`config.mk`:
```
export PLATFORM = sky130hd
export DESIGN_NAME = pmr_regs
export DESIGN_NICKNAME = d
export VERILOG_FILES = /design/src/design/pmr_pkg.sv /design/src/design/pmr_data_table.sv /design/src/design/pmr_regs.sv /design/src/design/pmr_sync_rise.sv
export SDC_FILE = /design/constraint.sdc
export NUM_CORES = 1
export LEC_CHECK = 0
export BUFFER_PORTS_ARGS = -buffer_cell sky130_fd_sc_hd__buf_2
export CORE_MARGIN = 8
export CORE_UTILIZATION = 42
export CTS_CLUSTER_DIAMETER = 50
export DETAILED_ROUTE_END_ITERATION = 7
export MAX_ROUTING_LAYER = met4
export PLACE_DENSITY = 0.86
export SLEW_MARGIN = 0
export SYNTH_ARGS = -nofsm -noshare
export SYNTH_HDL_FRONTEND = slang
export SYNTH_SLANG_ARGS = --single-unit
```
`constraint.sdc`:
```
create_clock -name SYS_CLK -period 2.2 [get_ports SYS_CLK]
set_clock_uncertainty 0.15 [all_clocks]
set_input_delay 0.33 -clock SYS_CLK [delete_from_list [all_inputs] [get_ports SYS_CLK]]
set_output_delay 0.33 -clock SYS_CLK [all_outputs]
set_load 0.005 [all_outputs]
```
`src/design/pmr_pkg.sv`:
```
// power management register bank: shared constants, types and carrier structs
// assumes a single 125 MHz clock domain and a word-wide register access port
package pmr_pkg;

	// configuration space offsets
	localparam logic [7:0]  CFG_PMC_OFF       = 8'hdc;
	localparam logic [7:0]  CFG_CTLSTS_OFF    = 8'he0;
	// host control block offsets (memory and i/o space)
	localparam logic [7:0]  HCB_WAKE_OFF      = 8'h18;
	localparam logic [7:0]  HCB_GCTL_OFF      = 8'h1c;

	// capability word at the capability pointer
	localparam logic [7:0]  PMC_CAP_ID        = 8'h01;
	localparam logic [7:0]  PMC_NEXT_PTR      = 8'h00;
	localparam logic [15:0] PMC_VALUE         = 16'h7e21;

	// control/status word field positions
	localparam int          PS_LSB            = 0;
	localparam int          DYN_BIT           = 4;
	localparam int          EN_BIT            = 8;
	localparam int          SEL_LSB           = 9;
	localparam int          SCALE_LSB         = 13;
	localparam int          STS_BIT           = 15;
	localparam int          DATA_LSB          = 24;
	localparam logic [15:0] CTLSTS_RST        = 16'h0000;

	// wake indication byte: upper lane of word 18h
	localparam int          WAKE_LANE         = 3;
	localparam int          WAKE_IND_BIT      = 7;
	localparam logic [7:0]  WAKE_RST          = 8'h00;

	// general control byte: lane 0 of word 1ch
	localparam int          GCTL_DPD_BIT      = 0;
	localparam int          GCTL_CLKRUN_BIT   = 1;
	localparam logic [7:0]  GCTL_RST          = 8'h00;

	// power data table, units of 0.01 W
	localparam int          DATA_UNIT_MW      = 10;
	localparam int          DATA_MAX_MW       = 2550;
	localparam logic [7:0]  DATA_D0           = 8'h3c;
	localparam logic [7:0]  DATA_DX           = 8'h2a;
	localparam logic [7:0]  DATA_NONE         = 8'h00;
	localparam logic [3:0]  SEL_D0_CONS       = 4'h0;
	localparam logic [3:0]  SEL_D0_DISS       = 4'h4;
	localparam logic [3:0]  SEL_COMMON        = 4'h8;
	localparam logic [1:0]  SCALE_ONE         = 2'h1;
	localparam logic [1:0]  SCALE_NONE        = 2'h0;

	typedef enum logic [1:0] {
		PS_D0 = 2'h0,
		PS_D1 = 2'h1,
		PS_D2 = 2'h2,
		PS_D3 = 2'h3
	} pmr_pstate_type;

	typedef enum logic [1:0] {
		SPACE_CFG = 2'h0,
		SPACE_MEM = 2'h1,
		SPACE_IO  = 2'h2
	} pmr_space_type;

	typedef struct packed {
		logic          wr;
		logic          rd;
		pmr_space_type space;
		logic [7:0]    addr;
		logic [3:0]    be;
		logic [31:0]   wdata;
	} pmr_req_type;

endpackage

```
`src/design/pmr_data_table.sv`:
```
// hard-coded power data table indexed by the data select field
// assumes a combinational consumer that registers the result
`timescale 1ns/100ps
module pmr_data_table (
	// selection
	input  wire logic [3:0] sel,
	// reported entry
	output logic      [7:0] data,
	output logic      [1:0] scale
);
	// fixed value per selection, units of 0.01 W
	function automatic logic [7:0] pmr_data_of(input logic [3:0] s);
		logic [7:0] v;
		v = pmr_pkg::DATA_NONE;
		if (s == pmr_pkg::SEL_D0_CONS || s == pmr_pkg::SEL_D0_DISS) begin
			v = pmr_pkg::DATA_D0;
		end else if (s < pmr_pkg::SEL_COMMON) begin
			v = pmr_pkg::DATA_DX;
		end
		return v;
	endfunction

	assign data  = pmr_data_of(sel);
	assign scale = (sel <= pmr_pkg::SEL_COMMON) ? pmr_pkg::SCALE_ONE : pmr_pkg::SCALE_NONE;
endmodule

```
`src/design/pmr_regs.sv`:
```
// power management register bank of an ethernet pci controller
// assumes the pci bridge presents one access per cycle on the request carrier
// Function
// - wake event sets status bit 15 whatever the wake enable holds
// - writing one to bit 15 clears it, drops the wake pin, clears wake indication
// - with wake enabled, the wake pin follows the status bit
// - wake pin asserts only when enable bit 8 is set; enable resets to zero
// - power state bits 1:0 read back and take writes; 00..11 mean d0..d3
// - data select bits 12:9 choose the data and scale entry reported
// - data scale bits 14:13 read one for selections 0-8, zero for 9-15
// - data reads 60 for 0 and 4, 42 for 1-3, 5-7, zero otherwise
// - data register is 8-bit fixed, read only, set by selection alone
// - data values count in 0.01 W steps, range 0 to 2.55 W
// - dynamic data bit 4 always reads zero
// - reserved bits 7:5 and 3:2 read zero; host writes zeros
// - wake indication sits in the upper byte of word 18h, memory and i/o
// - general control byte at 1ch sets deep power-down and clock-run disable
`timescale 1ns/100ps
module pmr_regs (
	// clock and reset
	input  wire logic                 SYS_CLK,
	input  wire logic                 RST,
	// register access from the pci bridge
	input  wire pmr_pkg::pmr_req_type REG_REQ,
	output logic [31:0]               REG_RDATA,
	output logic                      REG_ACK,
	// wake event from the wake detection logic
	input  wire logic                 WAKE_EVENT,
	// open-drain wake pin, active low
	output logic                      PME_N_O,
	output logic                      PME_N_OE,
	// power control outputs
	output logic [1:0]                POWER_STATE,
	output logic                      DEEP_PWRDN,
	output logic                      CLKRUN_DIS
);

	// decode
	logic        is_cfg;
	logic        hit_pmc;
	logic        hit_ctlsts;
	logic        hit_wake;
	logic        hit_gctl;
	logic        wr_ctlsts_lo;
	logic        wr_ctlsts_hi;
	logic        wr_wake;
	logic        wr_gctl;
	logic        sts_clr;
	logic        ind_clr;
	logic        wake_pulse;

	// state
	logic        pme_sts_r;
	logic        pme_sts_nxt;
	logic        pme_en_r;
	logic        pme_en_nxt;
	logic [3:0]  sel_r;
	logic [3:0]  sel_nxt;
	logic [1:0]  ps_r;
	logic [1:0]  ps_nxt;
	logic [7:0]  wake_r;
	logic [7:0]  wake_nxt;
	logic [7:0]  gctl_r;
	logic [7:0]  gctl_nxt;

	// read path
	logic [7:0]  tbl_data;
	logic [1:0]  tbl_scale;
	logic [15:0] ctlsts_view;
	logic [31:0] rdata_nxt;

	// wake event crossing
	pmr_sync_rise u_wake_sync (
		.clk        (SYS_CLK),
		.rst        (RST),
		.level_in   (WAKE_EVENT),
		.rise_pulse (wake_pulse)
	);

	// fixed power data lookup
	pmr_data_table u_table (
		.sel   (sel_r),
		.data  (tbl_data),
		.scale (tbl_scale)
	);

	// address decode
	always_comb begin
		is_cfg    = (REG_REQ.space == pmr_pkg::SPACE_CFG);
		hit_pmc   = 1'b0;
		hit_ctlsts = 1'b0;
		hit_wake  = 1'b0;
		hit_gctl  = 1'b0;
		if (is_cfg && REG_REQ.addr == pmr_pkg::CFG_PMC_OFF) begin
			hit_pmc = 1'b1;
		end else if (is_cfg && REG_REQ.addr == pmr_pkg::CFG_CTLSTS_OFF) begin
			hit_ctlsts = 1'b1;
		end else if (!is_cfg && REG_REQ.addr == pmr_pkg::HCB_WAKE_OFF) begin
			hit_wake = 1'b1;
		end else if (!is_cfg && REG_REQ.addr == pmr_pkg::HCB_GCTL_OFF) begin
			hit_gctl = 1'b1;
		end
	end

	assign wr_ctlsts_lo = REG_REQ.wr & hit_ctlsts & REG_REQ.be[0];
	assign wr_ctlsts_hi = REG_REQ.wr & hit_ctlsts & REG_REQ.be[1];
	assign wr_wake      = REG_REQ.wr & hit_wake & REG_REQ.be[pmr_pkg::WAKE_LANE];
	assign wr_gctl      = REG_REQ.wr & hit_gctl & REG_REQ.be[0];
	assign sts_clr      = wr_ctlsts_hi & REG_REQ.wdata[pmr_pkg::STS_BIT];
	assign ind_clr      = sts_clr | (wr_wake & REG_REQ.wdata[pmr_pkg::WAKE_LANE * 8 + pmr_pkg::WAKE_IND_BIT]);

	// wake status: set wins over clear
	always_comb begin
		pme_sts_nxt = pme_sts_r;
		if (wake_pulse) begin
			pme_sts_nxt = 1'b1;
		end else if (sts_clr) begin
			pme_sts_nxt = 1'b0;
		end
	end

	always_ff @(posedge SYS_CLK) begin
		if (RST) begin
			pme_sts_r <= pmr_pkg::CTLSTS_RST[pmr_pkg::STS_BIT];
		end else begin
			pme_sts_r <= pme_sts_nxt;
		end
	end

	// wake indication byte mirrors the status event
	always_comb begin
		wake_nxt = wake_r;
		if (wake_pulse) begin
			wake_nxt[pmr_pkg::WAKE_IND_BIT] = 1'b1;
		end else if (ind_clr) begin
			wake_nxt[pmr_pkg::WAKE_IND_BIT] = 1'b0;
		end
	end

	always_ff @(posedge SYS_CLK) begin
		if (RST) begin
			wake_r <= pmr_pkg::WAKE_RST;
		end else begin
			wake_r <= wake_nxt;
		end
	end

	// wake enable
	always_comb begin
		pme_en_nxt = pme_en_r;
		if (wr_ctlsts_hi) begin
			pme_en_nxt = REG_REQ.wdata[pmr_pkg::EN_BIT];
		end
	end

	always_ff @(posedge SYS_CLK) begin
		if (RST) begin
			pme_en_r <= pmr_pkg::CTLSTS_RST[pmr_pkg::EN_BIT];
		end else begin
			pme_en_r <= pme_en_nxt;
		end
	end

	// data select
	always_comb begin
		sel_nxt = sel_r;
		if (wr_ctlsts_hi) begin
			sel_nxt = REG_REQ.wdata[pmr_pkg::SEL_LSB +: 4];
		end
	end

	always_ff @(posedge SYS_CLK) begin
		if (RST) begin
			sel_r <= pmr_pkg::CTLSTS_RST[pmr_pkg::SEL_LSB +: 4];
		end else begin
			sel_r <= sel_nxt;
		end
	end

	// power state
	always_comb begin
		ps_nxt = ps_r;
		if (wr_ctlsts_lo) begin
			ps_nxt = REG_REQ.wdata[pmr_pkg::PS_LSB +: 2];
		end
	end

	always_ff @(posedge SYS_CLK) begin
		if (RST) begin
			ps_r        <= pmr_pkg::PS_D0;
			POWER_STATE <= pmr_pkg::PS_D0;
		end else begin
			ps_r        <= ps_nxt;
			POWER_STATE <= ps_nxt;
		end
	end

	// general control byte
	always_comb begin
		gctl_nxt = gctl_r;
		if (wr_gctl) begin
			gctl_nxt[pmr_pkg::GCTL_DPD_BIT]    = REG_REQ.wdata[pmr_pkg::GCTL_DPD_BIT];
			gctl_nxt[pmr_pkg::GCTL_CLKRUN_BIT] = REG_REQ.wdata[pmr_pkg::GCTL_CLKRUN_BIT];
		end
	end

	always_ff @(posedge SYS_CLK) begin
		if (RST) begin
			gctl_r     <= pmr_pkg::GCTL_RST;
			DEEP_PWRDN <= 1'b0;
			CLKRUN_DIS <= 1'b0;
		end else begin
			gctl_r     <= gctl_nxt;
			DEEP_PWRDN <= gctl_nxt[pmr_pkg::GCTL_DPD_BIT];
			CLKRUN_DIS <= gctl_nxt[pmr_pkg::GCTL_CLKRUN_BIT];
		end
	end

	// wake pin: driven low while enabled and status set
	always_ff @(posedge SYS_CLK) begin
		if (RST) begin
			PME_N_O  <= 1'b0;
			PME_N_OE <= 1'b0;
		end else begin
			PME_N_O  <= 1'b0;
			PME_N_OE <= pme_en_nxt & pme_sts_nxt;
		end
	end

	// control/status word as read
	always_comb begin
		ctlsts_view                              = 16'h0000;
		ctlsts_view[pmr_pkg::PS_LSB +: 2]        = ps_r;
		ctlsts_view[pmr_pkg::EN_BIT]             = pme_en_r;
		ctlsts_view[pmr_pkg::SEL_LSB +: 4]       = sel_r;
		ctlsts_view[pmr_pkg::SCALE_LSB +: 2]     = tbl_scale;
		ctlsts_view[pmr_pkg::STS_BIT]            = pme_sts_r;
	end

	// read data select
	always_comb begin
		rdata_nxt = 32'h0000_0000;
		if (hit_pmc) begin
			rdata_nxt = {pmr_pkg::PMC_VALUE, pmr_pkg::PMC_NEXT_PTR, pmr_pkg::PMC_CAP_ID};
		end else if (hit_ctlsts) begin
			rdata_nxt = {tbl_data, 8'h00, ctlsts_view};
		end else if (hit_wake) begin
			rdata_nxt[pmr_pkg::WAKE_LANE * 8 +: 8] = wake_r;
		end else if (hit_gctl) begin
			rdata_nxt[7:0] = gctl_r;
		end
	end

	always_ff @(posedge SYS_CLK) begin
		if (RST) begin
			REG_RDATA <= 32'h0000_0000;
			REG_ACK   <= 1'b0;
		end else begin
			REG_ACK <= REG_REQ.rd | REG_REQ.wr;
			if (REG_REQ.rd) begin
				REG_RDATA <= rdata_nxt;
			end
		end
	end
endmodule

```
`src/design/pmr_sync_rise.sv`:
```
// two-flop synchroniser with rising-edge pulse
// assumes an asynchronous level input and a synchronous active-high reset
`timescale 1ns/100ps
module pmr_sync_rise (
	// clock and reset
	input  wire logic clk,
	input  wire logic rst,
	// level in, pulse out
	input  wire logic level_in,
	output logic      rise_pulse
);
	logic meta_r;
	logic sync_r;
	logic last_r;

	always_ff @(posedge clk) begin
		if (rst) begin
			meta_r <= 1'b0;
			sync_r <= 1'b0;
			last_r <= 1'b0;
		end else begin
			meta_r <= level_in;
			sync_r <= meta_r;
			last_r <= sync_r;
		end
	end

	assign rise_pulse = sync_r & ~last_r;
endmodule

```
## Yosys cells after proc, flatten, opt, wreduce, memory -nomap -nowiden

Index checks and enable logic that the tools add are counted.

- Register bits after elaboration: 50
- Word-level logic and storage cells: 70
- Input bits: 51

- $lt $le $gt $ge: 2
- Bitwise operators: 14
- Equal/unequal tests: 5
- Mux-type cells: 26
- Reduce and logical (&&, ||, !) cells: 9

Operators by type and width:

| cell | number |
|---|---|
| $mux 32 | 1 |
| $mux 8 | 4 |
| $eq 8x5->1 const B | 2 |
| $eq 8x8->1 const B | 2 |
| $mux 1 | 16 |
| $and 1x1->1 | 11 |
| $mux 2 | 4 |
| $mux 6 | 1 |
| $eq 4x3->1 const B | 1 |
| $le 4x4->1 const B | 1 |
| $logic_and 1x1->1 | 4 |
| $logic_not 4->1 | 1 |
| $lt 4x4->1 const B | 1 |
| $logic_not 2->1 | 1 |
| $or 1x1->1 | 2 |
| $reduce_bool 2->1 | 1 |
| $logic_not 1->1 | 1 |
| $logic_or 1x1->1 | 1 |
| $not 1->1 | 1 |

## Depth between registers and ports, before layout

Gate-level depths: netlist (run 1).

- Depth after elaboration: 12
- Depth in mapped cells: 6
- Gate-level depth less buffers: 4

## Hierarchy

From an unflattened synthesis (run 1), not the netlist that was laid out.

- Cells, all modules: 180
- Area, all modules: 1624.1 um^2

Modules (own cells, without submodules):

| module | times used | sequential area each (um^2) | area each (um^2) | cells each |
|---|---|---|---|---|
| pmr_regs | 1 | 640.6 | 1456.4 | 162 |
| pmr_sync_rise | 1 | 60.1 | 87.6 | 7 |
| pmr_data_table | 1 | 0.0 | 80.1 | 11 |

## Worst setup path after synthesis (run 1)

OpenSTA, ideal clock, no wires.

- Kind: input -> register
- Start: in REG_REQ[38] (netlist name)
- End: reg wake_r[7]
- Data arrival time: 1.406 ns
- Cell stages on the path: 4
- Setup slack: 0.510 ns
- Path through: or4b_2 > nor3_1 > a41o_1 > a211oi_1

- Longest elaborated chain between the ends: 10
- Elaborated cells on any way between the ends: 19

RTL lines:

| element | line | RTL |
|---|---|---|
| start, declared | pmr_regs.sv:24 | `input wire pmr_pkg::pmr_req_type REG_REQ,` |
| $eq 8x5->1 | pmr_regs.sv:98 | `end else if (!is_cfg && REG_REQ.addr == pmr_pkg::HCB_WAKE_OFF) begin` |
| $logic_and 1x1->1 | pmr_regs.sv:98 |  |
| $mux 1 | pmr_regs.sv:98 |  |
| $mux 1 | pmr_regs.sv:96 | `end else if (is_cfg && REG_REQ.addr == pmr_pkg::CFG_CTLSTS_OFF) begin` |
| $mux 1 | pmr_regs.sv:94 | `if (is_cfg && REG_REQ.addr == pmr_pkg::CFG_PMC_OFF) begin` |
| $and 1x1->1 (2 in series) | pmr_regs.sv:107 | `assign wr_wake = REG_REQ.wr & hit_wake & REG_REQ.be[pmr_pkg::WAKE_LANE];` |
| $and 1x1->1 | pmr_regs.sv:110 | `assign ind_clr = sts_clr \| (wr_wake & REG_REQ.wdata[pmr_pkg::WAKE_LANE * 8 + pmr_pkg::WAKE_IND_BIT]);` |
| $or 1x1->1 (*) | pmr_regs.sv:110 |  |
| $reduce_bool 2->1 (no line) (*) | - |  |
| end signal, assigned | pmr_regs.sv:142 | `wake_r <= pmr_pkg::WAKE_RST;` |
| end signal, assigned | pmr_regs.sv:144 | `wake_r <= wake_nxt;` |
| end, declared | pmr_regs.sv:61 | `logic [7:0] wake_r;` |

Every way passes the cells marked *; elsewhere a longest branch is shown, timed or not.
A chain may end at the register's enable or synchronous reset.

## Worst setup path in the final report (run 1)

Ends and elaborated chain as after synthesis.

==> reports/metrics.yaml, run 1 <==
ir_drop_mv: 0.277
final_cell_mix: "50 x buf_2, 30 x dfxtp_1, 19 x nor2_1, 15 x conb_1, 9 x mux2i_1"
syn-cell-area_sq_um: 1440
netlist.area_leader.share_pct: 41.7
rr_endpoint: "REG_RDATA[28]"
syn_avg_cell_area_sq_um: 9.67
ff2ff_setup_slack_ps: 980
synth-seq-cells: 30
finalMaxSlewViolations: 0
reg2reg_depth: 4
outcome: "finished, final reports clean"
timing.final.crit_period_ps: 1570
synth_area_leader_cell: "dfxtp_1"
place.gp.congestion: 0.851
worstPathArrival_ps: 1630
worst-setup-path-type: "in -> reg"
cts_inserted_buffers: 5
worst_setup_path_end_kind: "register"
cp.required_ps: 2260
critPathCapture: "wake_r[7]"
wl_per_cell_microns: 13.4
utilization_pct: 52.0
cts_resized: 0
post-place-ws_ps: 299
tns_ps: 0
num_antenna_cells: 0
wl_microns: 3290
core_sq_um: 3310
synth.area.top_cells: "dfxtp_1 42%, buf_4 9.9%, mux2i_1 6.3%, nor2_1 5.0%, a22o_1 3.6%"
start_kind: "input port"
r2r-start: "sel_r[3]"
rsz0062_at_grt: "no"
p_leak_nw: 0.844
worst-path-max-fanout: 3
post_cts_buffers: 0
worstHoldPathType: "in -> reg"
finalCritPeriodShare_pct: 71.5
grt_pass1_vias: 1132
cts_root_buf: "clkbuf_4"
synthCells: 149
cap_viol_max_count: 0
yosysSeqAreaShare_pct: 41.7
vias: 1162
io_pins: 90
nets: 250
timing_hold_violations_final: 0
final_common_cell: "buf_2"
worstHoldStart: "WAKE_EVENT"
ant_nets: 0
cts.hold.buffers_added: 0
start_util_pct: 43.5
gr-usage-all-layers_pct: 12.3
synthToLayoutAreaGrowth_pct: 19.5
ys_warn_count: 0
cts_max_level: 2
die_height_microns: 74.6
die-area_sq_um: 5560
gr-total-overflow: 0
critPathLaunch: "REG_REQ[38]"
synth.distinct_cells: 37
viasPerCell: 4.72
drt_pre_antenna_iters: 4
hpwl_microns: 2660
portBuffers: 50
max_freq_mhz: 636
drive_above_1_share_pct: 34.5
powerDensity_nw_per_um2: 571
grt_max_degree: 19
clk_pin_slew_ps: 90
timing.final.ws_setup_ps: 627
fp-row-count: 21
insertion_delay_ps: 330
finalSetupViolations: 0
clock_sinks: 30
grt_pass1_wl_microns: 5060
die_w_microns: 74.6
drt_iter0_drc: 53
cts_tree: "yes"
antenna_found_initial: 0
hold_ws_ps: 55.1
drc_errors: 0
ctsLongestPathBuffers: 2
==> cells by family after synthesis <==
logic type	share of synthesized area [%]
other	0.260
AOI/OAI and AO/OA	11.3
DFF	41.7
buffers and inverters	12.5
and+or+nand+nor	28.0
muxes	6.26
==> stage by stage <==
step	total power, mW	instance area, sq um	std cells
2_1_floorplan	0.630	1490	163
3_3_place_gp	0.652	1660	238
3_5_place_dp	0.654	1660	238
4_1_cts	0.995	1720	246
5_1_grt	1.03	1720	246
6_report	0.984	1720	246
==> sequential cells by signal (all words and copies together), names as in the netlist <==
register	cells
CLKRUN_DIS	1
wake_r	1
ps_r	2
REG_ACK	1
PME_N_OE	1
pme_en_r	1
sel_r	4
pme_sts_r	1
REG_RDATA	14
gctl_r	1
u_wake_sync.meta_r	1
u_wake_sync.sync_r	1
u_wake_sync.last_r	1
==> worst min-delay path by stage <==
| stage | slack [ps] | endpoint | cells past startpoint |
|---|---|---|---|
| after floorplan | 250 | u_wake_sync.sync_r | 1 |
| after global placement | 270 | u_wake_sync.sync_r | 1 |
| after detailed placement | 290 | u_wake_sync.sync_r | 1 |
| after CTS | 50 | u_wake_sync.meta_r | 2 |
| after global routing | 80 | sel_r[1] | 3 |
| final | 60 | u_wake_sync.meta_r | 2 |
==> cell usage after synthesis <==
| library cell | n |
|---|---|
| nand2_1 | 3 |
| dfxtp_1 | 30 |
| nand2b_1 | 7 |
| and3b_1 | 1 |
| a22oi_1 | 1 |
| and2_1 | 2 |
| o21ai_0 | 1 |
| nand4_2 | 1 |
| nand4_1 | 3 |
| buf_2 | 3 |
| nor4b_1 | 1 |
| conb_1 | 1 |
| clkbuf_1 | 2 |
| nor4b_2 | 1 |
| a22o_1 | 6 |
| o41a_1 | 1 |
| and4_1 | 1 |
| a21oi_1 | 6 |
| or4b_2 | 1 |
| nor2b_1 | 6 |
| nand3_1 | 2 |
| a31o_2 | 1 |
| o31ai_1 | 1 |
| or4b_4 | 1 |
| nor3_1 | 3 |
| nand4bb_4 | 1 |
| inv_1 | 4 |
| a211oi_1 | 3 |
| buf_4 | 19 |
| nor4bb_1 | 1 |
| nor2_1 | 19 |
| o21bai_1 | 1 |
| nor3b_1 | 1 |
| a41o_1 | 1 |
| mux2i_1 | 9 |
| and3_1 | 2 |
| nor4b_4 | 2 |
==> layout make-up <==
type                       count  area [sq um]
sequential                    30           601
fill                         346          1590
inverter                       4          15.0
timing repair buffer          53           273
clock inverter                 2          12.5
multi-input combinational    105           712
clock buffer                   6          51.3
tap                           46          57.6
==> routing by layer <==
layer	up-vias	wire length, microns	GRT usage, %
met5	-	0	-
met4	0	48	6.30
met3	6	260	3.64
met2	34	1670	20.5
met1	530	1310	12.8
li1	592	-	-
==> critical path, stage by stage <==
cell and delay [ps]:
buf_2 130, or4b_2 670, nor3_1 220, a41o_1 210
a211oi_1 70
==> power breakdown <==
part           internal, mW  leakage (nW)  total (mW)  switching (mW)
registers             0.550         0.243       0.553         0.00313
clock network         0.153        0.0343       0.341           0.188
logic                0.0391         0.567      0.0898          0.0507
total                 0.742         0.844       0.984           0.242
Power figures use the tool's default switching activity.
==> run 2, diff against run 1 <==
Settings changed: CORE_UTILIZATION 42 to 38, PLACE_DENSITY 0.86 to 0.82.
Clock period 2.2 ns to 1.4 ns, I/O delays scaled along.
==> run 2 against run 1 <==
Effect of this change: the run now ends with setup timing left; cell area is 13% higher; sequential power is 57% higher; non-clock buffer count is 14 higher; critical path depth stayed put; clock power is 110% higher; register-to-register slack worse by 760 ps; hold slack worse by 48 ps; via count is 6.6% higher; routed wire length is 9.7% higher; critical path type unchanged; largest power group unchanged.
==> reports/metrics.yaml, run 2 (synthesized netlist as in run 1, its figures left out) <==
core_sq_um: 3660
timing.critical_path.cells: "buf_6 -> or4b_4 -> nor4b_4 -> mux2i_1 -> nor2_1"
clock_sinks: 30
hold_ws_ps: 6.71
place.gp.congestion: 0.826
cts_tree: "yes"
num_antenna_cells: 0
hpwl_microns: 2870
reg2reg_depth: 4
dpl_cell_area_sq_um: 1780
start_util_pct: 39.3
utilization_pct: 53.2
ant_nets: 0
grt_pass1_wl_microns: 5950
finalCritPeriodShare_pct: 102
largest_reg_flops: 14
worstHoldStart: "REG_REQ[10]"
rsz0062_at_grt: "yes"
drc_errors: 0
drt_iter0_drc: 70
grt_pass1_vias: 1325
viasPerCell: 4.73
worstHoldPathType: "in -> reg"
r2r-start: "u_wake_sync.last_r"
worstPathArrival_ps: 1460
cp.required_ps: 1430
worstHoldEndpoint: "sel_r[1]"
die_height_microns: 77.6
critPathMaxStageDelay_ps: 570
timing.final.crit_period_ps: 1430
reg_top3: "REG_RDATA (14), sel_r (4), ps_r (2)"
max_freq_mhz: 700
gr-total-overflow: 0
timing_hold_violations_final: 0
nets: 264
finalMaxSlewViolations: 0
fp-row-count: 22
p_leak_nw: 0.960
antenna_found_initial: 0
hold_depth: 3
worst-setup-path-type: "in -> reg"
drt_pre_antenna_iters: 4
final_cell_mix: "47 x buf_2, 30 x dfxtp_1, 19 x nor2_1, 15 x conb_1, 14 x buf_4"
fin_area_sq_um: 1950
grt_max_degree: 12
insertion_delay_ps: 280
clk_pin_slew_ps: 60
drive_above_1_share_pct: 41.1
worst-path-max-fanout: 4
ff2ff_setup_slack_ps: 220
die_w_microns: 77.6
cts_root_buf: "clkbuf_8"
outcome: "complete, but fails checks"
powerDensity_nw_per_um2: 916
ir_drop_mv: 0.686
rr_endpoint: "PME_N_OE"
worst_setup_path_end_kind: "register"
portBuffers: 50
ctsLongestPathBuffers: 2
cpMaxStageDelayCell: "or4b_4"
cts_max_level: 2
finalSetupViolations: 2
top_register: "REG_RDATA"
cap_viol_max_count: 0
timing.final.ws_setup_ps: -27.9
synthToLayoutAreaGrowth_pct: 35.3
die-area_sq_um: 6020
final_common_cell: "buf_2"
wl_per_cell_microns: 13.8
wl_microns: 3610
violations: "setup timing"
power.total_mw: 1.78
gr-usage-all-layers_pct: 12.5
cts_inserted_buffers: 5
io_pins: 90
vias: 1239
start_kind: "input port"
[run 2: cell types whose count changed in the layout (fill, tap and decap cells not counted), moves of 2 or more]
cell,previous run,this run
buf_4,3,14
clkbuf_4,5,0
clkbuf_8,1,6
buf_6,0,4
buf_2,50,47
a211oi_1,3,1
a211oi_2,0,2
[run 2: worst max-delay path: cells and delay by family]
kind / cells / cell delay, ps
and+or+nand+nor: 3 / 920
muxes: 1 / 240
buffers and inverters: 1 / 90
[run 2: worst max-delay path by stage]
stage | slack [ps] | depth (start not counted) | endpoint | start
2_1_floorplan | -170 | 4 | CLKRUN_DIS | REG_REQ[43]
3_3_place_gp | -300 | 6 | REG_RDATA[28] | REG_REQ[45]
3_5_place_dp | -350 | 5 | gctl_r[0] | REG_REQ[43]
4_1_cts | -40 | 5 | gctl_r[0] | REG_REQ[43]
5_1_grt | -80 | 5 | gctl_r[0] | REG_REQ[42]
6_report | -30 | 5 | gctl_r[0] | REG_REQ[43]
[run 2: cell type report]
type / count / area (sq um)
Clock buffer: 6 / 82.6
Fill cell: 350 / 1710
Inverter: 4 / 15.0
Tap cell: 48 / 60.1
Clock inverter: 2 / 12.5
Timing Repair Buffer: 67 / 410
Multi-Input combinational cell: 105 / 767
Sequential cell: 30 / 601
[run 2: power by group]
| group | internal [mW] | switching [mW] |
|---|---|---|
| logic | 0.0928 | 0.0916 |
| registers | 0.865 | 0.00496 |
| clock network | 0.394 | 0.337 |
[run 2: what timing repair did]
action / CTS / global route
endpoints found under the hold margin: 1 / 0
cloned: 0 / 0
setup endpoints to repair: 2 / 19
resized for setup: 1 / 12
pin swaps: 1 / 3
hold buffers: 1 / 0
setup buffers: 0 / 0
[run 2: metrics by stage]
step / worst slack, ps / setup TNS (ps) / instances
after global routing: -76.3 / -154 / 262
after detailed placement: -355 / -5610 / 253
after floorplan: -168 / -846 / 163
after CTS: -41.8 / -59.7 / 262
after global placement: -300 / -5560 / 253
final: -27.9 / -35.0 / 262
[run 2: layer usage]
metal / global-route usage (%) / wire, microns
met5: - / 0
met4: 5.09 / 44
met3: 5.53 / 275
met2: 21.0 / 1780
met1: 12.3 / 1510
